===== src/lpd_consts.svh =====
`ifndef LPD_CONSTS_SVH
`define LPD_CONSTS_SVH
`define LPD_ADDR_W           6
`define LPD_DATA_W           13
`define LPD_ADDR_PSEL10      6'h2a
`define LPD_ADDR_PSEL11      6'h2b
`define LPD_ADDR_PSEL12      6'h2c
`define LPD_ADDR_GRP         6'h30
`define LPD_ADDR_PER123      6'h31
`define LPD_RST_PSEL10       8'hc0
`define LPD_RST_PSEL11       8'hd5
`define LPD_RST_PSEL12       8'hea
`define LPD_RST_GROUP        2'h1
`define LPD_RST_PERIOD       3'h0
`define LPD_GRP_CODE_LSB     0
`define LPD_GRP_SEL_LSB      4
`define LPD_LED1_LSB         0
`define LPD_LED2_LSB         4
`define LPD_LED3_LSB         8
`define LPD_PWM_PERIOD_CLKS  14'h2000
`define LPD_MAX_PERIODS      6'h20
`define LPD_MAX_SPAN_CLKS    19'h40000
`endif


===== src/lpd_pkg.sv =====
`default_nettype none
package lpd_pkg;
  typedef struct packed {
    logic       wr;
    logic [5:0] addr;
    logic [12:0] wdata;
  } lpd_req_t;
  typedef struct packed {
    logic [7:0]  phase10;
    logic [7:0]  phase11;
    logic [7:0]  phase12;
    logic [1:0]  group_sel;
    logic [2:0]  bcast_code;
    logic [2:0]  led1_period;
    logic [2:0]  led2_period;
    logic [2:0]  led3_period;
    logic [12:0] rdata;
    logic [2:0]  upd;
    logic [17:0] cnt1;
    logic [17:0] cnt2;
    logic [17:0] cnt3;
    logic [18:0] gap1;
    logic        moved1;
  } lpd_state_t;
endpackage
`default_nettype wire


===== src/lpd_regs.sv =====
// Behaviour
// LED10..12 phase selects: 8-bit RW at 0x2A, 0x2B, 0x2C.
// Group write copies period code bits 2:0 into each member LED's field.
// Bit 4 selects group A, bit 5 group B; both allowed.
// Group write with no group selected: no broadcast, stored select unchanged.
// Period code 0..4 gives 1,2,4,8,16 PWM periods; 5..7 give 32.
// Duty applied once per dimming period; PWM period 8192 clocks.
// LED3/2/1 period fields at 10:8, 6:4, 2:0 of 0x31, reset zero.
// Membership from group-A/B membership inputs; members read back broadcast.
// Unused bits read zero, writes to them ignored.
`timescale 1ns/10ps
`include "lpd_consts.svh"
`default_nettype none
module lpd_regs
  import lpd_pkg::*;
(
  input  wire logic        CLK,
  input  wire logic        RST,
  input  wire lpd_req_t    REQ,
  input  wire logic [2:0]  GROUP_A_MEMBERSHIP,
  input  wire logic [2:0]  GROUP_B_MEMBERSHIP,
  output logic      [12:0] RDATA,
  output logic      [7:0]  LED10_PHASE,
  output logic      [7:0]  LED11_PHASE,
  output logic      [7:0]  LED12_PHASE,
  output logic      [8:0]  LED_PERIOD_CODES,
  output logic      [2:0]  DUTY_UPDATE
);
  lpd_state_t st_reg;
  lpd_state_t st_next;
  logic [2:0] members;
  logic [2:0]  code [3];
  logic [17:0] span_last [3];
  logic [17:0] cnt_now [3];
  logic [17:0] cnt_new [3];

  // Last count of a span; 32 periods is 2^18 clocks, so keep span minus one
  function automatic logic [17:0] periods_to_last(input logic [2:0] c);
    logic [5:0]  n;
    logic [18:0] clks;
    n               = (c >= 3'h5) ? `LPD_MAX_PERIODS : 6'(6'h1 << c);
    clks            = 19'(n) * 19'(`LPD_PWM_PERIOD_CLKS);
    periods_to_last = 18'(clks - 19'h1);
  endfunction

  assign code[0]    = st_reg.led1_period;
  assign code[1]    = st_reg.led2_period;
  assign code[2]    = st_reg.led3_period;
  assign cnt_now[0] = st_reg.cnt1;
  assign cnt_now[1] = st_reg.cnt2;
  assign cnt_now[2] = st_reg.cnt3;

  // One free-running counter per LED; a shrunk span wraps at once
  for (genvar g = 0; g < 3; g++) begin : g_led
    assign span_last[g] = periods_to_last(code[g]);
    assign cnt_new[g]   = (cnt_now[g] >= span_last[g]) ? 18'h0 : cnt_now[g] + 18'h1;
  end

  // Members of every selected group; sel 00 yields nothing to write
  assign members = ({3{REQ.wdata[`LPD_GRP_SEL_LSB]}} & GROUP_A_MEMBERSHIP)
                 | ({3{REQ.wdata[`LPD_GRP_SEL_LSB+1]}} & GROUP_B_MEMBERSHIP);

  always_comb begin
    logic [2:0] bc;
    bc = REQ.wdata[`LPD_GRP_CODE_LSB +: 3];
    st_next = st_reg;
    if (REQ.wr) begin
      case (REQ.addr)
        `LPD_ADDR_PSEL10: st_next.phase10 = REQ.wdata[7:0];
        `LPD_ADDR_PSEL11: st_next.phase11 = REQ.wdata[7:0];
        `LPD_ADDR_PSEL12: st_next.phase12 = REQ.wdata[7:0];
        `LPD_ADDR_GRP: begin
          if (REQ.wdata[`LPD_GRP_SEL_LSB +: 2] != 2'h0) begin
            st_next.group_sel  = REQ.wdata[`LPD_GRP_SEL_LSB +: 2];
            st_next.bcast_code = bc;
            if (members[0]) st_next.led1_period = bc;
            if (members[1]) st_next.led2_period = bc;
            if (members[2]) st_next.led3_period = bc;
          end
        end
        `LPD_ADDR_PER123: begin
          st_next.led1_period = REQ.wdata[`LPD_LED1_LSB +: 3];
          st_next.led2_period = REQ.wdata[`LPD_LED2_LSB +: 3];
          st_next.led3_period = REQ.wdata[`LPD_LED3_LSB +: 3];
        end
        default: ;
      endcase
    end
    case (REQ.addr)
      `LPD_ADDR_PSEL10: st_next.rdata = {5'h0, st_reg.phase10};
      `LPD_ADDR_PSEL11: st_next.rdata = {5'h0, st_reg.phase11};
      `LPD_ADDR_PSEL12: st_next.rdata = {5'h0, st_reg.phase12};
      `LPD_ADDR_GRP:    st_next.rdata = {7'h0, st_reg.group_sel, 1'b0, st_reg.bcast_code};
      `LPD_ADDR_PER123: st_next.rdata = {2'h0, st_reg.led3_period, 1'b0,
                                         st_reg.led2_period, 1'b0, st_reg.led1_period};
      default:          st_next.rdata = 13'h0;
    endcase
    // Per-LED update counters; a new duty is taken only at span end
    st_next.upd    = 3'h0;
    st_next.cnt1   = cnt_new[0];
    st_next.cnt2   = cnt_new[1];
    st_next.cnt3   = cnt_new[2];
    st_next.upd[0] = (cnt_new[0] == 18'h0);
    st_next.upd[1] = (cnt_new[1] == 18'h0);
    st_next.upd[2] = (cnt_new[2] == 18'h0);
    // Checker aid: clocks since last LED1 update, and a code-change mark
    st_next.gap1   = st_reg.upd[0] ? 19'h1
                   : ((&st_reg.gap1) ? st_reg.gap1 : st_reg.gap1 + 19'h1);
    st_next.moved1 = (st_next.led1_period != st_reg.led1_period)
                   | (st_reg.moved1 & ~st_reg.upd[0]);
    if (RST) begin
      st_next = '0;
      st_next.phase10   = `LPD_RST_PSEL10;
      st_next.phase11   = `LPD_RST_PSEL11;
      st_next.phase12   = `LPD_RST_PSEL12;
      st_next.group_sel = `LPD_RST_GROUP;
    end
  end

  always_ff @(posedge CLK) begin
    st_reg <= st_next;
  end

  assign RDATA            = st_reg.rdata;
  assign LED10_PHASE      = st_reg.phase10;
  assign LED11_PHASE      = st_reg.phase11;
  assign LED12_PHASE      = st_reg.phase12;
  assign LED_PERIOD_CODES = {st_reg.led3_period, st_reg.led2_period, st_reg.led1_period};
  assign DUTY_UPDATE      = st_reg.upd;

  property p_phase_write;
    @(posedge CLK) disable iff (RST)
      REQ.wr && REQ.addr == `LPD_ADDR_PSEL11 |=> LED11_PHASE == $past(REQ.wdata[7:0]);
  endproperty
  a_phase_write: assert property (p_phase_write) else $error("phase write lost");

  property p_phase10_write;
    @(posedge CLK) disable iff (RST)
      REQ.wr && REQ.addr == `LPD_ADDR_PSEL10 |=> LED10_PHASE == $past(REQ.wdata[7:0]);
  endproperty
  a_phase10_write: assert property (p_phase10_write) else $error("phase 10 write lost");

  property p_phase12_write;
    @(posedge CLK) disable iff (RST)
      REQ.wr && REQ.addr == `LPD_ADDR_PSEL12 |=> LED12_PHASE == $past(REQ.wdata[7:0]);
  endproperty
  a_phase12_write: assert property (p_phase12_write) else $error("phase 12 write lost");

  property p_bcast;
    @(posedge CLK) disable iff (RST)
      REQ.wr && REQ.addr == `LPD_ADDR_GRP && REQ.wdata[4] && GROUP_A_MEMBERSHIP[2]
      |=> LED_PERIOD_CODES[8:6] == $past(REQ.wdata[2:0]);
  endproperty
  a_bcast: assert property (p_bcast) else $error("broadcast not applied");

  property p_grp_b;
    @(posedge CLK) disable iff (RST)
      REQ.wr && REQ.addr == `LPD_ADDR_GRP && REQ.wdata[5:4] == 2'h2 && GROUP_B_MEMBERSHIP[1]
      |=> LED_PERIOD_CODES[5:3] == $past(REQ.wdata[2:0]);
  endproperty
  a_grp_b: assert property (p_grp_b) else $error("group B not applied");

  property p_no_group;
    @(posedge CLK) disable iff (RST)
      REQ.wr && REQ.addr == `LPD_ADDR_GRP && REQ.wdata[5:4] == 2'h0
      |=> $stable(LED_PERIOD_CODES) && $stable(st_reg.group_sel);
  endproperty
  a_no_group: assert property (p_no_group) else $error("empty group write acted");

  property p_group_sel_store;
    @(posedge CLK) disable iff (RST)
      REQ.wr && REQ.addr == `LPD_ADDR_GRP && REQ.wdata[5:4] != 2'h0
      |=> st_reg.group_sel == $past(REQ.wdata[5:4]);
  endproperty
  a_group_sel_store: assert property (p_group_sel_store) else $error("group select lost");

  property p_span_max;
    @(posedge CLK) disable iff (RST)
      st_reg.led1_period >= 3'h5 |-> span_last[0] == 18'(`LPD_MAX_SPAN_CLKS - 19'h1);
  endproperty
  a_span_max: assert property (p_span_max) else $error("period decode wrong");

  property p_span_min;
    @(posedge CLK) disable iff (RST)
      st_reg.led1_period == 3'h0 |-> span_last[0] == 18'(`LPD_PWM_PERIOD_CLKS - 14'h1);
  endproperty
  a_span_min: assert property (p_span_min) else $error("single period decode wrong");

  property p_span_16;
    @(posedge CLK) disable iff (RST)
      st_reg.led2_period == 3'h4
      |-> span_last[1] == 18'(19'(`LPD_PWM_PERIOD_CLKS) * 19'h10 - 19'h1);
  endproperty
  a_span_16: assert property (p_span_16) else $error("16 period decode wrong");

  // Spacing checked on a helper count; a long delay would stall the tools
  property p_update_spacing;
    @(posedge CLK) disable iff (RST)
      DUTY_UPDATE[0] && !st_reg.moved1 && st_reg.led1_period == 3'h0
      |-> st_reg.gap1 == 19'(`LPD_PWM_PERIOD_CLKS);
  endproperty
  a_update_spacing: assert property (p_update_spacing) else $error("update spacing wrong");

  property p_update_max;
    @(posedge CLK) disable iff (RST)
      DUTY_UPDATE[0] |-> st_reg.gap1 <= `LPD_MAX_SPAN_CLKS;
  endproperty
  a_update_max: assert property (p_update_max) else $error("update gap too long");

  property p_update_pulse;
    @(posedge CLK) disable iff (RST)
      DUTY_UPDATE[0] |=> !DUTY_UPDATE[0];
  endproperty
  a_update_pulse: assert property (p_update_pulse) else $error("update pulse too long");

  property p_direct;
    @(posedge CLK) disable iff (RST)
      REQ.wr && REQ.addr == `LPD_ADDR_PER123
      |=> LED_PERIOD_CODES == {$past(REQ.wdata[10:8]), $past(REQ.wdata[6:4]), $past(REQ.wdata[2:0])};
  endproperty
  a_direct: assert property (p_direct) else $error("period field write lost");

  property p_readback;
    @(posedge CLK) disable iff (RST)
      REQ.addr == `LPD_ADDR_PER123 |=> RDATA == {2'h0, $past(LED_PERIOD_CODES[8:6]), 1'b0,
        $past(LED_PERIOD_CODES[5:3]), 1'b0, $past(LED_PERIOD_CODES[2:0])};
  endproperty
  a_readback: assert property (p_readback) else $error("readback wrong");

  property p_rdata_unmapped;
    @(posedge CLK) disable iff (RST)
      !(REQ.addr inside {`LPD_ADDR_PSEL10, `LPD_ADDR_PSEL11, `LPD_ADDR_PSEL12,
                         `LPD_ADDR_GRP, `LPD_ADDR_PER123})
      |=> RDATA == 13'h0;
  endproperty
  a_rdata_unmapped: assert property (p_rdata_unmapped) else $error("unmapped read not zero");
endmodule
`default_nettype wire


===== config.mk =====
export PLATFORM = sky130hd
export DESIGN_NAME = lpd_regs
export DESIGN_NICKNAME = d
export VERILOG_FILES = /design/src/lpd_pkg.sv /design/src/lpd_regs.sv
export VERILOG_INCLUDE_DIRS = /design/src
export SDC_FILE = /design/constraint.sdc
export NUM_CORES = 1
export LEC_CHECK = 0
export ABC_AREA = 1
export BUFFER_PORTS_ARGS = -buffer_cell sky130_fd_sc_hd__buf_4
export CORE_ASPECT_RATIO = 1.75
export CORE_UTILIZATION = 59
export CTS_CLUSTER_DIAMETER = 150
export DETAILED_ROUTE_END_ITERATION = 12
export PLACE_DENSITY_LB_ADDON = 0.12
export SETUP_SLACK_MARGIN = 0.1
export SLEW_MARGIN = 10
export SYNTH_ARGS = -nofsm -noshare
export SYNTH_HDL_FRONTEND = slang
export SYNTH_SLANG_ARGS = --single-unit

===== constraint.sdc =====
create_clock -name CLK -period 2.8 [get_ports CLK]
set_input_delay 0.14 -clock CLK [delete_from_list [all_inputs] [get_ports CLK]]
set_output_delay 0.14 -clock CLK [all_outputs]
set_load 0.05 [all_outputs]

======== Yosys cells after proc, flatten, opt, wreduce, memory -nomap -nowiden ========
Cells that the tools add are included.
word-level totals
  flip-flop bits (word level) ............. 108
  output and inout bits ................... 49
cells by class
  shift operators ......................... 3
  mux-type cells .......................... 12
  equality and inequality tests ........... 9
  bitwise gates (word level) .............. 3
  reduce and logical (&&, ||, !) cells .... 12
  magnitude comparators ................... 6
  add/subtract/negate cells ............... 6
operators by type and width
  operator               count
  $pmux 11 s5            1
  $add 18x1->18 const B  3
  $ge 18x18->1           3
  $logic_not 18->1       3
  $mux 18                3
  $sub 18x1->18 const B  3
  $eq 6x6->1 const B     5
  $pmux 9 s2             1
  $mux 5                 3
  $shl 1x3->5 const A    3
  $reduce_and 4->1       3
  $ge 3x3->1 const B     3
  $mux 3                 3
  $mux 9                 1
  $ne 2x2->1 const B     4
  $and 3x3->3            2
  $reduce_and 2->1       3
  $reduce_bool 2->1      2
  $or 3x3->3             1
  $reduce_and 3->1       1

======== Logic depth before layout (Yosys ltp) ========
  depth in word-level cells ............... 6
  depth in mapped cells ................... 17
  gate-level depth less buffers ........... 16

======== Least setup slack after synthesis ========
OpenSTA, ideal clock, no wires.
  path type ............................... register to register
  from .................................... register st_reg (netlist bit LED_PERIOD_CODES[2])
  to ...................................... register st_reg (netlist bit DUTY_UPDATE[0])
  period minus slack after synthesis ...... 2.251 ns
  library setup time ...................... 0.112 ns
  arrival time ............................ 2.139 ns
  path slack .............................. 0.549 ns
  data required time ...................... 2.688 ns
  cell stages (with the launch flop) ...... 18
  buffers on the path ..................... 1
  cell sequence ........................... dfxtp_1 nor3_1 inv_1 ha_1 o21ai_0 xnor2_1 ha_1 nand2_1 nor2_1 nand2_1 nand3_1 nor2_1 buf_6 nand3_1 nand2_1 nor2_1 nand3_1 nor2_1
between the ends
  word-level cells in the longest chain between the ends .. 6
RTL lines
  item                                       RTL line         source
  start, declared                            lpd_regs.sv:29   lpd_state_t st_reg;
  start signal, assigned                     lpd_regs.sv:121  st_reg <= st_next;
  $ge 3x3->1 or $shl 1x3->5 (tied branches)  lpd_regs.sv:41   n = (c >= 3'h5) ? `LPD_MAX_PERIODS : 6'(6'h1 << c);
  $mux 5 (*)                                 lpd_regs.sv:41
  $sub 18x1->18 (*)                          lpd_regs.sv:43   periods_to_last = 18'(clks - 19'h1);
  $ge 18x18->1 (*)                           lpd_regs.sv:56   assign cnt_new[g] = (cnt_now[g] >= span_last[g]) ? 18'h0 : cnt_now[g] + 18'h1;
  $mux 18 (*)                                lpd_regs.sv:56
  $logic_not 18->1 (*)                       lpd_regs.sv:103  st_next.upd[0] = (cnt_new[0] == 18'h0);
Mark *: on every way between the ends. The rest lies on a longest branch, timed or not.
A chain may end at the register's enable or synchronous reset.

======== Worst setup path after layout ========
Same ends and word-level chain as after synthesis.

==> reports/metrics.cfg <==
[run_status]
outcome = completed

[clock_network]
cts_hold_buf = 0
clock-root-buffer = clkbuf_16
cts_tree = built
clock-sinks = 106
htreeDepth = 3
clock_path_buffers = 2
clk_pin_slew_worst_paths_ps = 80
worstSkewPairLatency_ps = 350
cts_buffers = 9

[timing]
tightest_slew_ps = 707
rsz0062_at_grt = yes
final.setup_skew_ps = 8.87
finalSetupViolations = 0
slew_viol_final = 0
hold_slack_ps = 9.45
finalCritPeriodShare_pct = 90.7
fmax_ghz = 0.394
layout_min_cycle_time_ps = 2540
slew_headroom_pct = 52.9
hold_viol = 0

[die]
initial_core_util_pct = 60.2
die_area_mm2 = 0.0109
rows = 49
core_area_mm2 = 0.0102
boundaryPins = 77
die_y_um = 137
die_w_um = 79.3

[setup_path]
r2r_start = LED_PERIOD_CODES[2]
arrival_ps = 2790
reg2regPathDepth = 14
rrSetupSlack_ps = 260
path_cells = inv_1, nand3_1, ha_1, o21ai_0, xnor2_1, ha_1, a21oi_1, nand2_1, nor2_2, nand2_4, a21oi_1, nor2_1, nand3_1, nor2_1
cp_max_fo = 10
cpMaxStageDelayCell = dfxtp_1
crit_type = flip-flop to flip-flop
max_stage_delay_ps = 420
crit_path_start_kind = flip-flop
endpoint_kind = flip-flop
critPathRequiredTime_ps = 3050
reg2reg_to = DUTY_UPDATE[0]

[yosys]
synth_flop_cell = dfxtp_1
synthArstFlopShare_pct = 0
syn-instance-count = 911
synth.most_common_cell = nand2_1
synth_area_leaders = dfxtp_1 (34%), nand2_1 (13%), nor2_1 (7.6%)
yosysTopAreaCellShare_pct = 34.4
ys_types = 42
ys_ff_latch = 106
yosysSeqAreaShare_pct = 34.4
synth_edf_count = 0
synth_warnings = 0
avgSynthCellArea_um2 = 6.77
yosysTopAreaCell = dfxtp_1
netlist_area_mm2 = 0.00617
synth_common_cells = nand2_1 (208), nor2_1 (125), dfxtp_1 (106), inv_1 (99), nand3_1 (71)

[detailed_routing]
ant_nets = 0
routed_via_density = 5.51
vias = 5903
drtPass1Iterations = 7
totalWireLength_um = 15500
wl_per_cell_um = 14.5
drt_iter0_drc = 228
drc = 0

[placed_design]
io_buffers = 72
place_hpwl_um = 11800
gp_congestion = 0.937

[hold_path]
min_path_type = primary input to flip-flop
hold_end = LED11_PHASE[7]
holdPathStages = 3
hold_path_startpoint = REQ[7]

[cells_and_area]
syn_to_final_growth_pct = 11.4
drive_gt1_share_pct = 16.7
diodes = 0
nets = 988
utilization_pct = 67.1
largest_reg_flops = 54

[global_route]
grt_pass1_wl_um = 24800
grt_max_degree = 66
grt_overflow = 0
grt_pass1_vias = 5632
grt_use_total_pct = 29.0
antenna_found_initial = 0

[power]
irDropWorstVdd_v = 0.000328
cellLeakagePower_nw = 3.04
power-per-cell-area_mw_per_mm2 = 451

[run]
max_cap_viol_count = 0

-- timing repair --
item                                   CTS  global route
gates cloned                             0             1
endpoints found under the hold margin    0             0
setup endpoints to repair                5            27
gates resized for setup                  2            18
buffers inserted                         0             2
pin swaps                                0             6
-- logic make-up after synthesis --
family	Yosys count	synth area share, %
compound gates	111	10.3
xor+xnor	19	2.70
fa+ha+maj	21	4.26
buf+inv	171	14.0
flops	106	34.4
other cells	1	0.0608
simple gates	482	34.3
-- worst max-delay path: cells and delay by family, from the launching register on --
family	cells	cell delay (ps)
AOI/OAI and AO/OA	3	570
and+or+nand+nor	7	740
buffers and inverters	1	90
DFF	1	420
xor gates and xnor gates	1	140
adders and majority gates	2	480
-- layout by cell type (no fill, tap or decap), types with 2 or more instances in the layout --
cell / n
ha_1: 21
a21oi_1: 37
nor2_2: 15
o21bai_1: 6
dfxtp_2: 4
a31o_2: 2
nand4_2: 2
inv_1: 99
inv_6: 4
inv_2: 2
nor3_2: 4
nand3_1: 69
or2_2: 4
nor3_1: 29
nor2_4: 11
clkinv_4: 2
o211ai_1: 8
nand2_2: 6
o21ai_0: 37
o22ai_1: 5
nand4_1: 7
nor2_1: 120
xor2_1: 13
a22o_1: 2
clkbuf_16: 9
dfxtp_1: 102
nand2_1: 208
o21ai_1: 7
conb_1: 2
nand3_2: 4
buf_4: 84
xnor2_1: 6
-- report_power, final --
| part | internal (mW) | switching [mW] | leakage, nW |
|---|---|---|---|
| clock | 0.711 | 0.611 | 0.151 |
| combinational | 0.0823 | 0.150 | 2.03 |
| sequential | 1.53 | 0.0161 | 0.859 |
| total | 2.32 | 0.777 | 3.04 |
-- through the flow --
step / setup TNS, ps / setup slack, ps / instance area (µm²) / std cells / power, mW
2_1_floorplan: 0 / 549 / 6170 / 912 / 1.73
3_3_place_gp: 0 / 31.1 / 6470 / 1052 / 1.80
3_5_place_dp: -137 / -137 / 6470 / 1052 / 1.80
4_1_cts: 0 / 73.2 / 6780 / 1068 / 3.11
5_1_grt: 0 / 56.4 / 6870 / 1071 / 3.20
6_report: 0 / 261 / 6870 / 1071 / 3.10
-- worst max path at each step --
| stage | startpoint | endpoint | slack, ps | cells after the start |
|---|---|---|---|---|
| finish | LED_PERIOD_CODES[2] | DUTY_UPDATE[0] | 260 | 14 |
| global route | LED_PERIOD_CODES[4] | DUTY_UPDATE[1] | 60 | 17 |
| CTS | LED_PERIOD_CODES[2] | DUTY_UPDATE[0] | 70 | 16 |
| detailed placement | LED_PERIOD_CODES[2] | DUTY_UPDATE[0] | -140 | 16 |
| global placement | LED_PERIOD_CODES[2] | DUTY_UPDATE[0] | 30 | 16 |
| floorplan | LED_PERIOD_CODES[2] | DUTY_UPDATE[0] | 550 | 17 |
-- per-layer routing --
layer	track usage (%)	share of wire, %	vias up	routed length, µm
li1	-	-	2938	-
met1	30.0	38	2742	5950
met2	54.6	53	167	8220
met3	4.70	4.1	56	639
met4	15.6	4.3	0	669
met5	0	0	-	0
-- area by class of cell --
type	instances	area, µm²
Inverter	102	383
Clock buffer	9	225
Tap cell	127	159
Sequential cell	106	2130
Multi-Input combinational cell	636	3260
Fill cell	928	3370
Timing Repair Buffer	84	631
Clock inverter	7	82.6
Power figures use the tool's default switching activity.
